File: config.mk
export PLATFORM = sky130hd
export DESIGN_NAME = sil_top
export DESIGN_NICKNAME = d
export VERILOG_FILES = /design/src/pkg/sil_pkg.sv /design/src/rtl/sil_top.sv
export SDC_FILE = /design/constraint.sdc
export NUM_CORES = 1
export LEC_CHECK = 0
export ABC_AREA = 1
export ABC_CLOCK_PERIOD_IN_PS = 11400
export BUFFER_PORTS_ARGS = -buffer_cell sky130_fd_sc_hd__buf_2
export CAP_MARGIN = 20
export CORE_MARGIN = 1
export CORE_UTILIZATION = 55
export DETAILED_ROUTE_END_ITERATION = 10
export GPL_TIMING_DRIVEN = 1
export PLACE_DENSITY = 0.78
export SYNTH_ARGS = -nofsm -noshare
export SYNTH_HDL_FRONTEND = slang
export SYNTH_SLANG_ARGS = --single-unit
File: constraint.sdc
create_clock -name ref_clk -period 11.4 [get_ports ref_clk]
set_clock_uncertainty 0.05 [all_clocks]
set_input_delay 0.57 -clock ref_clk [delete_from_list [all_inputs] [get_ports ref_clk]]
set_output_delay 0.57 -clock ref_clk [all_outputs]
set_load 0.05 [all_outputs]
File: src/pkg/sil_pkg.sv
// Shared constants and types of the sensor interrupt logic
package sil_pkg;

  // ----------------------------------------------------------------
  // Register byte offsets
  // ----------------------------------------------------------------
  localparam logic [7:0] OFS_INT_CFG  = 8'h00;
  localparam logic [7:0] OFS_INT_SRC  = 8'h04;
  localparam logic [7:0] OFS_INT_STAT = 8'h08;
  localparam logic [7:0] OFS_FIFO_CFG = 8'h0c;
  localparam logic [7:0] OFS_WIN_LSB  = 8'h10;
  localparam logic [7:0] OFS_WIN_MSB  = 8'h14;
  localparam logic [7:0] OFS_WIN_RNG  = 8'h18;
  localparam logic [7:0] OFS_WIN_CFG  = 8'h1c;
  localparam logic [7:0] OFS_FIFO_LVL = 8'h20;

  // ----------------------------------------------------------------
  // Field positions
  // ----------------------------------------------------------------
  localparam int CFG_LATCHED = 0;  // 1 latched, 0 pulsed
  localparam int CFG_POL_HI  = 1;  // 1 active high
  localparam int CFG_DRIVE   = 2;  // irq_drive_type: 1 open-drain
  localparam int CFG_PIN_EN  = 3;
  localparam int SRC_DRDY    = 0;  // Also status bit positions
  localparam int SRC_FULL    = 1;
  localparam int SRC_THS     = 2;
  localparam int SRC_WIN     = 3;
  localparam int STAT_POR    = 4;
  localparam int FCFG_THR_LO = 0;  // Threshold [4:0]
  localparam int FCFG_SEL_LO = 5;  // Frame select [6:5]
  localparam int WCFG_REF16  = 0;
  localparam int WCFG_LIM_LO = 4;  // Count limit [7:4]

  // ----------------------------------------------------------------
  // Frame selections and capacities
  // ----------------------------------------------------------------
  localparam logic [1:0] FSEL_OFF = 2'h0;
  localparam logic [1:0] FSEL_PT  = 2'h3;
  localparam logic [5:0] CAP_PT   = 6'h10;  // 16 frames
  localparam logic [5:0] CAP_ONE  = 6'h20;  // 32 frames

  // ----------------------------------------------------------------
  // Pin timing, nanoseconds and cycles at 50 MHz
  // ----------------------------------------------------------------
  localparam int CLK_MHZ   = 50;
  localparam int PULSE_NS  = 1000;
  localparam int GAP_NS    = 2000;
  localparam int PULSE_CYC = (PULSE_NS * CLK_MHZ + 999) / 1000;
  localparam int GAP_CYC   = (GAP_NS * CLK_MHZ + 999) / 1000;

  localparam logic [1:0] RESP_OKAY   = 2'h0;
  localparam logic [1:0] RESP_SLVERR = 2'h2;

  typedef enum logic [1:0] {PIN_IDLE, PIN_ACTIVE, PIN_GAP} sil_pin_t;

endpackage

File: src/rtl/sil_top.sv
// Interrupt generation, pin timing and AXI4-Lite registers of the sensor
//
// Overview of operation
// - Full flag when level hits 16 or 32
// - Threshold flag when level at or above threshold
// - FIFO flags set at data ready, held
// - No FIFO flags when disabled; reads harmless
// - Burst read drop releases flag at burst end
// - Data ready flag when new results land
// - Seventeen-bit reference from three register parts
// - Eight-bit unsigned margin around reference
// - Alarm after count of strict out-of-window samples
// - Alarm repeats on each further outside sample
// - Power-up flag set at reset, read clears
// - Power-up event never drives the pin
// - Per-source enables ORed onto enabled pin
// - Pin polarity, drive type, pulsed or latched
// - Pulsed: fixed pulse per rising condition, gap
// - Latched: active while condition true, gap
// - Latched release rules per source, drdy continues
// - Flush kills FIFO and window interrupts, disable kills FIFO ones only
// - Threshold rewrite drops pin, recomputes status, regaps
// - Status bits clear by reads, and by flush, disable or threshold rewrite as described
// - Threshold events continue during FIFO reads
// - Gap may shorten only with FIFO or window sources enabled
// - Power-up source has no enable bit
// - Threshold zero disables detection
`timescale 1ns/1ps
module sil_top
  import sil_pkg::*;
#(
  parameter int PULSE_CYCLES = PULSE_CYC,
  parameter int GAP_CYCLES   = GAP_CYC
) (
  input  wire logic        ref_clk,
  input  wire logic        rstn,
  input  wire logic        ce,
  input  wire logic [7:0]  s_axi_awaddr,
  input  wire logic        s_axi_awvalid,
  output logic             s_axi_awready,
  input  wire logic [31:0] s_axi_wdata,
  input  wire logic [3:0]  s_axi_wstrb,
  input  wire logic        s_axi_wvalid,
  output logic             s_axi_wready,
  output logic [1:0]       s_axi_bresp,
  output logic             s_axi_bvalid,
  input  wire logic        s_axi_bready,
  input  wire logic [7:0]  s_axi_araddr,
  input  wire logic        s_axi_arvalid,
  output logic             s_axi_arready,
  output logic [31:0]      s_axi_rdata,
  output logic [1:0]       s_axi_rresp,
  output logic             s_axi_rvalid,
  input  wire logic        s_axi_rready,
  input  wire logic        meas_done,
  input  wire logic [16:0] pressure,
  input  wire logic [5:0]  fifo_level,
  input  wire logic        fifo_burst,
  input  wire logic        fifo_flush,
  output logic             irq_out,
  output logic             irq_oe
);

  // ----------------------------------------------------------------
  // State
  // ----------------------------------------------------------------
  typedef struct packed {
    logic        awrdy;
    logic        wrdy;
    logic [7:0]  awaddr;
    logic [7:0]  wdata;
    logic        wlane0;
    logic        bvalid;
    logic [1:0]  bresp;
    logic        arrdy;
    logic        rvalid;
    logic [31:0] rdata;
    logic [1:0]  rresp;
    logic [3:0]  cfg;
    logic [3:0]  src;
    logic [4:0]  thr;
    logic [1:0]  fsel;
    logic [16:0] wref;
    logic [7:0]  wrng;
    logic [3:0]  wlim;
    logic        full_act;
    logic        ths_act;
    logic [4:0]  stat;
    logic [3:0]  wcnt;
    logic        pend;
    sil_pin_t    pin;
    logic [15:0] tcnt;
    logic        irq_out;
    logic        irq_oe;
  } sil_state_t;

  sil_state_t s_q;
  sil_state_t s_d;

  // Scratch terms of the next-state logic
  logic        wr_go;
  logic        rd_go;
  logic        rd_stat;
  logic        thr_wr;
  logic        flush;
  logic        f_on;
  logic [5:0]  cap;
  logic [5:0]  thr_eff;
  logic        full_cond;
  logic        ths_cond;
  logic        outside;
  logic [3:0]  wcnt_n;
  logic [3:0]  lim_eff;
  logic        win_evt;
  logic        lreq;
  logic        preq;
  logic        lvl;
  logic [17:0] hi_bnd;
  logic [17:0] p_plus;
  logic [31:0] rd_val;
  logic        rd_hit;

  // ----------------------------------------------------------------
  // Next state
  // ----------------------------------------------------------------
  always_comb begin
    s_d = s_q;

    // Read data mux, unmapped addresses answer SLVERR
    rd_val = 32'h0000_0000;
    rd_hit = 1'b1;
    case (s_axi_araddr)
      OFS_INT_CFG:  rd_val[3:0] = s_q.cfg;
      OFS_INT_SRC:  rd_val[3:0] = s_q.src;
      OFS_INT_STAT: rd_val[4:0] = s_q.stat;
      OFS_FIFO_CFG: rd_val[6:0] = {s_q.fsel, s_q.thr};
      OFS_WIN_LSB:  rd_val[7:0] = s_q.wref[7:0];
      OFS_WIN_MSB:  rd_val[7:0] = s_q.wref[15:8];
      OFS_WIN_RNG:  rd_val[7:0] = s_q.wrng;
      OFS_WIN_CFG:  rd_val[7:0] = {s_q.wlim, 3'h0, s_q.wref[16]};
      OFS_FIFO_LVL: rd_val[5:0] = fifo_level;
      default:      rd_hit = 1'b0;
    endcase

    // Write channel: address and data taken in either order
    if (s_q.awrdy && s_axi_awvalid) begin
      s_d.awrdy  = 1'b0;
      s_d.awaddr = s_axi_awaddr;
    end
    if (s_q.wrdy && s_axi_wvalid) begin
      s_d.wrdy   = 1'b0;
      s_d.wdata  = s_axi_wdata[7:0];
      s_d.wlane0 = s_axi_wstrb[0];
    end
    wr_go = !s_q.awrdy && !s_q.wrdy && !s_q.bvalid;
    thr_wr = 1'b0;
    flush = fifo_flush;
    if (wr_go) begin
      s_d.bvalid = 1'b1;
      s_d.bresp  = RESP_OKAY;
      if (s_q.wlane0) begin
        case (s_q.awaddr)
          OFS_INT_CFG:  s_d.cfg = s_q.wdata[3:0];
          OFS_INT_SRC:  s_d.src = s_q.wdata[3:0];
          OFS_FIFO_CFG: begin
            s_d.thr  = s_q.wdata[FCFG_SEL_LO-1:FCFG_THR_LO];
            s_d.fsel = s_q.wdata[FCFG_SEL_LO+1:FCFG_SEL_LO];
            thr_wr   = 1'b1;
            if (s_d.fsel != s_q.fsel) begin
              flush = 1'b1;
            end
          end
          OFS_WIN_LSB:  s_d.wref[7:0]  = s_q.wdata;
          OFS_WIN_MSB:  s_d.wref[15:8] = s_q.wdata;
          OFS_WIN_RNG:  s_d.wrng       = s_q.wdata;
          OFS_WIN_CFG:  begin
            s_d.wref[16] = s_q.wdata[WCFG_REF16];
            s_d.wlim     = s_q.wdata[WCFG_LIM_LO+3:WCFG_LIM_LO];
          end
          OFS_INT_STAT, OFS_FIFO_LVL: ;
          default: s_d.bresp = RESP_SLVERR;
        endcase
      end else if (!rd_hit && 1'b0) begin
        s_d.bresp = RESP_SLVERR;
      end
    end
    if (s_q.bvalid && s_axi_bready) begin
      s_d.bvalid = 1'b0;
      s_d.awrdy  = 1'b1;
      s_d.wrdy   = 1'b1;
    end

    // Read channel
    rd_go   = s_q.arrdy && s_axi_arvalid;
    rd_stat = rd_go && (s_axi_araddr == OFS_INT_STAT);
    if (rd_go) begin
      s_d.arrdy  = 1'b0;
      s_d.rvalid = 1'b1;
      s_d.rdata  = rd_val;
      s_d.rresp  = rd_hit ? RESP_OKAY : RESP_SLVERR;
    end
    if (s_q.rvalid && s_axi_rready) begin
      s_d.rvalid = 1'b0;
      s_d.arrdy  = 1'b1;
    end

    // FIFO conditions with the settings now in force
    f_on      = (s_d.fsel != FSEL_OFF);
    cap       = (s_d.fsel == FSEL_PT) ? CAP_PT : CAP_ONE;
    thr_eff   = (s_d.fsel == FSEL_PT) ? {2'h0, s_d.thr[3:0]}
                                      : {1'b0, s_d.thr};
    full_cond = f_on && (fifo_level == cap);
    ths_cond  = f_on && (thr_eff != 6'h00)
                && (fifo_level >= thr_eff);

    // Set at data ready, release once gone and no burst runs
    if (meas_done && full_cond) begin
      s_d.full_act = 1'b1;
    end else if (!full_cond && !fifo_burst) begin
      s_d.full_act = 1'b0;
    end
    if (meas_done && ths_cond) begin
      s_d.ths_act = 1'b1;
    end else if (!ths_cond && !fifo_burst) begin
      s_d.ths_act = 1'b0;
    end
    if (thr_wr) begin
      s_d.ths_act = ths_cond;
    end

    // Window check on each new sample
    hi_bnd  = {1'b0, s_q.wref} + {10'h000, s_q.wrng};
    p_plus  = {1'b0, pressure} + {10'h000, s_q.wrng};
    outside = ({1'b0, pressure} > hi_bnd)
              || (p_plus < {1'b0, s_q.wref});
    lim_eff = (s_q.wlim == 4'h0) ? 4'h1 : s_q.wlim;
    wcnt_n  = (s_q.wcnt == 4'hf) ? s_q.wcnt : s_q.wcnt + 4'h1;
    win_evt = meas_done && outside && (wcnt_n >= lim_eff);
    if (meas_done) begin
      s_d.wcnt = outside ? wcnt_n : 4'h0;
    end

    // Status: hardware set wins over the read clear
    s_d.stat[SRC_FULL] = s_d.full_act
                         || (s_q.stat[SRC_FULL] && !rd_stat);
    s_d.stat[SRC_THS]  = s_d.ths_act
                         || (s_q.stat[SRC_THS] && !rd_stat && !thr_wr);
    s_d.stat[SRC_DRDY] = meas_done
                         || (s_q.stat[SRC_DRDY] && !rd_stat);
    s_d.stat[SRC_WIN]  = win_evt
                         || (s_q.stat[SRC_WIN] && !rd_stat);
    s_d.stat[STAT_POR] = s_q.stat[STAT_POR] && !rd_stat;

    // Flush or disable wipes FIFO state at once; only a flush also wipes window state
    if (flush || !f_on) begin
      s_d.full_act       = 1'b0;
      s_d.ths_act        = 1'b0;
      s_d.stat[SRC_FULL] = 1'b0;
      s_d.stat[SRC_THS]  = 1'b0;
    end
    if (flush) begin
      s_d.stat[SRC_WIN] = 1'b0;
      s_d.wcnt          = 4'h0;
    end

    // Enabled sources only; power-up is never among them
    lreq = (s_q.src[SRC_FULL] && s_d.full_act)
        || (s_q.src[SRC_THS]  && s_d.ths_act)
        || (s_q.src[SRC_DRDY] && s_d.stat[SRC_DRDY])
        || (s_q.src[SRC_WIN]  && s_d.stat[SRC_WIN]);
    preq = (s_q.src[SRC_FULL] && s_d.full_act && !s_q.full_act)
        || (s_q.src[SRC_THS]  && s_d.ths_act && !s_q.ths_act)
        || (s_q.src[SRC_DRDY] && meas_done)
        || (s_q.src[SRC_WIN]  && win_evt);
    // A pulse request only counts in pulsed mode, and none outlives a
    // write of zero to the enables, so a mode change starts clean
    if (preq && !s_q.cfg[CFG_LATCHED]) begin
      s_d.pend = 1'b1;
    end
    if (s_q.src == 4'h0) begin
      s_d.pend = 1'b0;
    end

    // Pin timing
    case (s_q.pin)
      PIN_IDLE: begin
        if (s_q.cfg[CFG_LATCHED] ? lreq : s_d.pend) begin
          s_d.pin  = PIN_ACTIVE;
          s_d.pend = 1'b0;
          s_d.tcnt = 16'(PULSE_CYCLES - 1);
        end
      end
      PIN_ACTIVE: begin
        if (s_q.cfg[CFG_LATCHED] ? !lreq
                                 : (s_q.tcnt == 16'h0000)) begin
          s_d.pin  = PIN_GAP;
          s_d.tcnt = 16'(GAP_CYCLES - 1);
        end else if (s_q.tcnt != 16'h0000) begin
          s_d.tcnt = s_q.tcnt - 16'h0001;
        end
      end
      PIN_GAP: begin
        if (s_q.tcnt == 16'h0000) begin
          s_d.pin = PIN_IDLE;
        end else begin
          s_d.tcnt = s_q.tcnt - 16'h0001;
        end
      end
      default: s_d.pin = PIN_IDLE;
    endcase
    if (thr_wr && s_q.pin == PIN_ACTIVE) begin
      s_d.pin  = PIN_GAP;
      s_d.tcnt = 16'(GAP_CYCLES - 1);
    end
    // A flush with FIFO or window sources enabled cuts pulse or gap short; a FIFO that merely stays off
    // must not, or a window alarm could never reach the pin
    if (flush && s_q.pin != PIN_IDLE
        && (s_q.src[SRC_FULL] || s_q.src[SRC_THS] || s_q.src[SRC_WIN])) begin
      s_d.pin  = PIN_IDLE;
      s_d.pend = 1'b0;
    end
    if (!s_q.cfg[CFG_PIN_EN]) begin
      s_d.pin  = PIN_IDLE;
      s_d.pend = 1'b0;
    end

    // Pad drive from polarity and drive type
    lvl = (s_d.pin == PIN_ACTIVE) ~^ s_q.cfg[CFG_POL_HI];
    if (!s_q.cfg[CFG_PIN_EN]) begin
      s_d.irq_out = 1'b0;
      s_d.irq_oe  = 1'b0;
    end else if (s_q.cfg[CFG_DRIVE]) begin
      s_d.irq_out = 1'b0;
      s_d.irq_oe  = !lvl;
    end else begin
      s_d.irq_out = lvl;
      s_d.irq_oe  = 1'b1;
    end
  end

  // ----------------------------------------------------------------
  // Registers
  // ----------------------------------------------------------------
  always_ff @(posedge ref_clk) begin
    if (!rstn) begin
      s_q                <= '0;
      s_q.awrdy          <= 1'b1;
      s_q.wrdy           <= 1'b1;
      s_q.arrdy          <= 1'b1;
      s_q.pin            <= PIN_IDLE;
      s_q.stat[STAT_POR] <= 1'b1;
    end else if (ce) begin
      s_q <= s_d;
    end
  end

  // ----------------------------------------------------------------
  // Outputs
  // ----------------------------------------------------------------
  assign s_axi_awready = s_q.awrdy;
  assign s_axi_wready  = s_q.wrdy;
  assign s_axi_bvalid  = s_q.bvalid;
  assign s_axi_bresp   = s_q.bresp;
  assign s_axi_arready = s_q.arrdy;
  assign s_axi_rvalid  = s_q.rvalid;
  assign s_axi_rdata   = s_q.rdata;
  assign s_axi_rresp   = s_q.rresp;
  assign irq_out       = s_q.irq_out;
  assign irq_oe        = s_q.irq_oe;

endmodule

# Word level (Yosys, flattened, before mapping)
# Cells that the tools add are included.
classes:
  mux: 64
  bitwise_logic: 1
  eq_ne: 26
  order_cmp: 4
  n_reduce_logical: 97
  addsub: 4
ops:
  columns: ["cell", "n"]
  rows:
  - ["$mux W36", 3]
  - ["$eq A8 B5 Y1 const B", 8]
  - ["$mux W16", 3]
  - ["$pmux W16 S3", 1]
  - ["$add A17 B8 Y18", 2]
  - ["$pmux W4 S9", 1]
  - ["$logic_and A1 B1 Y1", 35]
  - ["$eq A8 B4 Y1 const B", 4]
  - ["$mux W4", 6]
  - ["$mux W8", 3]
  - ["$reduce_and A4 Y1", 6]
  - ["$mux W1", 23]
  - ["$mux W2", 11]
  - ["$mux W19", 1]
  - ["$gt A17 B18 Y1", 1]
  - ["$lt A18 B17 Y1", 1]
  - ["$mux W18", 1]
  - ["$reduce_and A2 Y1", 9]
  - ["$reduce_or A9 Y1", 2]
  - ["$eq A8 B3 Y1 const B", 2]
  - ["$eq A8 B6 Y1 const B", 2]
  - ["$logic_not A16 Y1", 1]
  - ["$logic_not A8 Y1", 2]
  - ["$reduce_bool A16 Y1", 1]
  - ["29 further kinds", 67]
word_totals:
  register_bits: 110
  input_bits: 86
  out_inout_bits: 43
  wordCells: 225

# Longest topological paths before layout
logic_depth:
  depth_word: 34
  depth_mapped: 38
  mapped_depth_nobuf: 38

# Least setup slack after synthesis
# Ideal clock, no wire load.
synth_path:
  path_type: "input -> register"
  startpoint: "input port pressure[0]"
  endpoint: "register s_q[11] (netlist name)"
  n_path_buf: 0
  stages: 36
  path_slack_ns: 6.925
  setup_ns: 0.126
  t_required_ns: 11.224
  arrival_time_ns: 4.299
  path_cell_list: "ha_1 fa_1 a21oi_1 o21bai_1 a21oi_1 o21bai_1 a21o_1 a21oi_1 nor2_1 nand2_1 nor2_1 xor2_1 ha_1 nand2_1 nor2_1 a211oi_1 nand2_1 nand2_1 nand2_1 nand2_1 nand3_1 nand2_1 nand2_1 o21ai_0 nand3_1 nand2_1 nand2_2 nor2_2 nand3_1 nand3_1 inv_2 nand2_8 inv_4 nand2_1 xor2_1 nor2_2"
synth_via:
  elab_chain_cells: 14
  elab_cells_between_ends: 24
  cone_classes: "add/sub (1); order compare (2); eq/ne (2); mux (8); reduce/logical (11)"
synth_rtl:
  columns: ["element", "line", "source"]
  rows:
  - ["from (decl)", "sil_top.sv:56", "input wire logic [16:0] pressure,"]
  - ["$add A17 B8 Y18", "sil_top.sv:233", "p_plus = {1'b0, pressure} + {10'h000, s_q.wrng};"]
  - ["$lt A18 B17 Y1", "sil_top.sv:235", "|| (p_plus < {1'b0, s_q.wref});"]
  - ["$logic_or A1 B1 Y1 *", "sil_top.sv:235", null]
  - ["$logic_and A1 B1 Y1 * (2 in series)", "sil_top.sv:238", "win_evt = meas_done && outside && (wcnt_n >= lim_eff);"]
  - ["$logic_or A1 B1 Y1", "sil_top.sv:251", "|| (s_q.stat[SRC_WIN] && !rd_stat);"]
  - ["$mux W1", "sil_top.sv:261", "if (flush) begin"]
  - ["$logic_and A1 B1 Y1", "sil_top.sv:270", "|| (s_q.src[SRC_WIN] && s_d.stat[SRC_WIN]);"]
  - ["$logic_or A1 B1 Y1", "sil_top.sv:270", null]
  - ["$logic_not A1 Y1", "sil_top.sv:294", "if (s_q.cfg[CFG_LATCHED] ? !lreq"]
  - ["$mux W1", "sil_top.sv:294", null]
  - ["$mux W16", "sil_top.sv:294", null]
  - ["$pmux W16 S3", "sil_top.sv:285", "case (s_q.pin)"]
  - ["$mux W18", "sil_top.sv:311", "if (thr_wr && s_q.pin == PIN_ACTIVE) begin"]
  - ["to (decl)", "sil_top.sv:97", "sil_state_t s_q;"]
# Every way passes the cells marked *; elsewhere a longest branch is shown, timed or not.
# A chain may end at the register's enable or synchronous reset.

# Worst setup path after layout
layout_path:
  startpoint: "register s_q[44] (netlist name)"
  endpoint: "register s_q[17] (netlist name)"
layout_via:
  elab_chain_cells: 14
  elab_cells_between_ends: 24
  cone_classes: "add/sub (1); order compare (2); eq/ne (2); mux (8); reduce/logical (11)"
layout_rtl:
  columns: ["element", "line", "source"]
  rows:
  - ["$add A17 B8 Y18", "sil_top.sv:232", "hi_bnd = {1'b0, s_q.wref} + {10'h000, s_q.wrng};"]
  - ["$gt A17 B18 Y1", "sil_top.sv:234", "outside = ({1'b0, pressure} > hi_bnd)"]
  - ["$logic_or A1 B1 Y1 *", "sil_top.sv:235", null]
  - ["$logic_and A1 B1 Y1 * (2 in series)", "sil_top.sv:238", null]
  - ["$logic_or A1 B1 Y1", "sil_top.sv:251", null]
  - ["$mux W1", "sil_top.sv:261", null]
  - ["$logic_and A1 B1 Y1", "sil_top.sv:270", null]
  - ["$logic_or A1 B1 Y1", "sil_top.sv:270", null]
  - ["$logic_not A1 Y1", "sil_top.sv:294", null]
  - ["$mux W1", "sil_top.sv:294", null]
  - ["$mux W16", "sil_top.sv:294", null]
  - ["$pmux W16 S3", "sil_top.sv:285", null]
  - ["$mux W18", "sil_top.sv:311", null]
# Marks and branches as above.

==> results_tabular.tex <==
\begin{tabular}{lr}
\hline
Metric & Value \\
\hline
\multicolumn{2}{l}{\textbf{Die}} \\
\quad Chip height & 121 µm \\
\quad Placeable Area & 13900 µm² \\
\quad Total die area & 14700 µm² \\
\quad Die X & 121 µm \\
\quad FP Rows & 43 \\
\quad Io pins & 129 \\
\quad Initial Utilization & 56.4\% \\
\multicolumn{2}{l}{\textbf{Clock tree}} \\
\quad Max Buffers Root-to-Sink & 2 \\
\quad Clock root buffer & clkbuf\_16 \\
\quad Clock tree sinks & 108 \\
\quad Post-CTS clock slew at the launch and capture registers of the worst setup and hold paths & 70 ps \\
\quad TritonCTS clock tree & yes \\
\quad Number of buffers inserted to repair setup after CTS & 0 \\
\quad Post-CTS sizing & 0 \\
\quad Clock latency of the later-clocked register in the worst-skew pair & 360 ps \\
\quad Number of levels in the clock H-tree & 3 \\
\quad Number of buffers inserted during clock tree synthesis & 9 \\
\quad Hold buffer count at CTS & 0 \\
\multicolumn{2}{l}{\textbf{Place}} \\
\quad Placer Congestion & 0.934 \\
\quad Worst slack after detailed placement & 6010 ps \\
\quad HPWL after detailed placement & 15800 µm \\
\quad Count of input and output buffers & 75 \\
\multicolumn{2}{l}{\textbf{Synth}} \\
\quad Number of enable-type register cells in the synthesized netlist & 0 \\
\quad Xor and xnor fraction of the mapped netlist area & 4.36\% \\
\quad Post-synth top area cell & dfxtp\_1 \\
\quad Mean cell area of the mapped netlist & 6.97 µm² \\
\quad Netlist cell types & 56 \\
\quad Synth top cells by count & nand2\_1 (201), inv\_1 (159), a21oi\_1 (117) \\
\quad Fraction of the mapped netlist area in simple logic gates & 23.6\% \\
\quad Post-synthesis cell count & 1124 \\
\quad Post-synth ARST share & 0\% \\
\quad Area share of the largest cell type after synthesis & 27.6\% \\
\quad Synthesized-area fraction occupied by ao, oa, aoi and oai cells & 20.6\% \\
\quad Dominant combinational cell family by area after synthesis & simple AND/OR/NAND/NOR gates \\
\quad Sequential cell area fraction in the yosys report & 27.6\% \\
\quad Most used standard cell by instance count after synthesis & nand2\_1 \\
\quad Warning count from the yosys run & 0 \\
\quad Post-synthesis share of cell area spent on full adders, half adders and majority gates & 10.7\% \\
\quad Post-synthesis register bit count & 108 \\
\quad Mux share of post-synthesis cell area & 0.144\% \\
\quad Most used flip-flop cell after synthesis & dfxtp\_1 \\
\quad Post-synthesis instance area & 7830 µm² \\
\quad Area contributors post-synth & dfxtp\_1 (28\%), ha\_1 (10\%), nand2\_1 (9.6\%), inv\_1 (7.6\%), a21oi\_1 (7.5\%) \\
\multicolumn{2}{l}{\textbf{Global routing}} \\
\quad Overall global routing resource usage & 28.4\% \\
\quad Via count of the first global-routing pass & 6790 \\
\quad GR Util met1 & 38.0\% \\
\quad Fraction of met3 tracks used by global routing & 4.23\% \\
\quad Global-route wire length before repair & 32600 µm \\
\quad Global route overflow & 0 \\
\quad Initial antenna violation count & 1 \\
\quad GR met2 Demand/Resource & 45.0\% \\
\quad Layer with the highest usage after global routing & met2 \\
\quad Pin count of the biggest net entering global routing & 69 \\
\multicolumn{2}{l}{\textbf{Run status}} \\
\quad Run status & completed \\
\multicolumn{2}{l}{\textbf{Timing}} \\
\quad Setup total negative slack & 0 ps \\
\quad Final cycle utilization of the critical path & 47.9\% \\
\quad Final WS setup & 5940 ps \\
\quad Hold Fails Final Rpt & 0 \\
\quad Setup Viol. Count Final & 0 \\
\quad Headroom to the max-slew limit & 29.9\% \\
\quad Setup repair after global routing missed its margin & no \\
\quad Crit path time final & 5460 ps \\
\quad Slew at the pin closest to its max-slew limit & 1040 ps \\
\quad Fmax & 183 MHz \\
\quad Final-report max-slew violation count & 0 \\
\multicolumn{2}{l}{\textbf{Power and ir drop}} \\
\quad LEAKAGE & 3.81 nW \\
\quad Cell-internal power & 0.000593 W \\
\quad Reg power frac & 46.2\% \\
\quad Combinational Power Share & 18.4\% \\
\quad Highest ir drop seen on vdd & 0.0000879 V \\
\quad Net switching power & 0.000272 W \\
\quad Switching share of power & 31.5\% \\
\quad Clock network fraction of total power & 35.4\% \\
\quad Total power divided by cell area & 102 nW/µm² \\
\multicolumn{2}{l}{\textbf{Worst setup path}} \\
\quad CP startpoint kind & flop \\
\quad Required time reported for the critical path endpoint & 11590 ps \\
\quad Critical Setup Path Class & flop to flop \\
\quad Arrival time at the worst endpoint & 5650 ps \\
\quad CP max stage delay & 440 ps \\
\quad Type of destination of the critical path & flop \\
\quad Maximum fanout encountered on the critical timing path & 17 \\
\quad Slowest cell on the critical path & dfxtp\_1 \\
\quad Worst reg-to-reg setup slack & 5940 ps \\
\quad Critical Path Most Common Cell & nand2\_1 \\
\multicolumn{2}{l}{\textbf{Route}} \\
\quad DRC violations left & 0 \\
\quad First-pass detailed-route iteration total & 5 \\
\quad Number of vias after detailed routing & 7505 \\
\quad Number of vias per cell after detailed routing & 5.50 \\
\quad Average detailed-routed wire length per instance & 14.9 µm \\
\quad Routed WL & 20300 µm \\
\quad Detail Route Antenna Nets & 0 \\
\quad Number of DRC violations after detailed-routing iteration 0 & 483 \\
\multicolumn{2}{l}{\textbf{Cells and area}} \\
\quad Max FFs per register & 91 \\
\quad Net count, final & 1331 \\
\quad Most flop-heavy register & s\_q \\
\quad Share of layout cells above drive strength 1 & 12.0\% \\
\quad Final antenna diode count & 0 \\
\quad \# fillers & 1346 \\
\quad Synthesis-to-layout area growth & 8.18\% \\
\quad Final Util & 61.1\% \\
\multicolumn{2}{l}{\textbf{Flow run}} \\
\quad Max\_cap viols & 0 \\
\multicolumn{2}{l}{\textbf{Min path}} \\
\quad HP Class & flop to flop \\
\hline
\end{tabular}
logic make-up after synthesis:
group	after synthesis
and+or+nand+nor	406
DFF	108
adders and majority gates	66
muxes	1
AOI/OAI and AO/OA	279
xor gates and xnor gates	39
other	1
buffers and inverters	224
metal layers:
layer | part of all wire, % | vias to the layer above
li1 | - | 3804
met1 | 47 | 3407
met2 | 44 | 243
met3 | 5.4 | 49
met4 | 3.4 | 2
met5 | 0.059 | -
cell usage in the layout, fill, tap and decap left out, types with 5 or more instances in the layout:
cell type  instances
nand3_1           58
nor2_1            71
nor2_2            10
buf_2             75
inv_1            159
xor2_1            33
o31ai_1            5
nor3_1            24
a221oi_1           7
nor4_1             6
clkbuf_16          9
ha_1              64
a21oi_1          117
o21ai_0           86
nand4_1           12
a31oi_1            7
dfxtp_1          108
a21o_1             6
a211oi_1           5
o22ai_1           13
conb_1            26
o211ai_1           5
nand2_1          201
xnor2_1            6
area by class of cell:
type	instances	area, µm²	area share, %
inverter	165	622	7.34
multi-input combinational	817	4760	56.2
tap	180	225	2.66
clock buffer	10	239	2.82
clock inverter	6	48.8	0.576
sequential	108	2160	25.5
timing repair buffer	78	418	4.93
power groups by stage:
stage | clock, W | combinational [W] | sequential (W)
final | 0.000306 | 0.000159 | 0.000400
after global routing | 0.000325 | 0.000178 | 0.000401
after CTS | 0.000309 | 0.000157 | 0.000399
after detailed placement | 0 | 0.000156 | 0.000408
after global placement | 0 | 0.000153 | 0.000408
after floorplan | 0 | 0.000125 | 0.000408
critical path: cells and delay by family, from the launching register on:
| kind | cells | cell delay, ps |
|---|---|---|
| and+or+nand+nor | 20 | 2210 |
| AOI/OAI and AO/OA | 6 | 1260 |
| adders and majority gates | 3 | 1030 |
| DFF | 1 | 440 |
| buffers and inverters | 2 | 190 |
| xor gates and xnor gates | 1 | 170 |
path summary, 6_finish.rpt:
kind,start,to,depth (start not counted)
setup / recovery,s_q[44]$_SDFFE_PN0P_,s_q[17]$_SDFFE_PN0P_,32
hold / removal,s_q[26]$_SDFFE_PN0P_,s_q[26]$_SDFFE_PN0P_,2
setup reg to reg,s_q[44]$_SDFFE_PN0P_,s_q[17]$_SDFFE_PN0P_,32
hold reg to reg,s_q[26]$_SDFFE_PN0P_,s_q[26]$_SDFFE_PN0P_,2
stage by stage:
stage / hold slack (ps) / cells / power [W] / instance area [µm²]
floorplan: 387 / 1149 / 0.000532 / 7930
global placement: 393 / 1347 / 0.000561 / 8160
detailed placement: 404 / 1347 / 0.000564 / 8160
CTS: 416 / 1363 / 0.000865 / 8450
global route: 437 / 1364 / 0.000904 / 8470
finish: 417 / 1364 / 0.000865 / 8470
No activity file was read; power rests on OpenSTA's default activity.
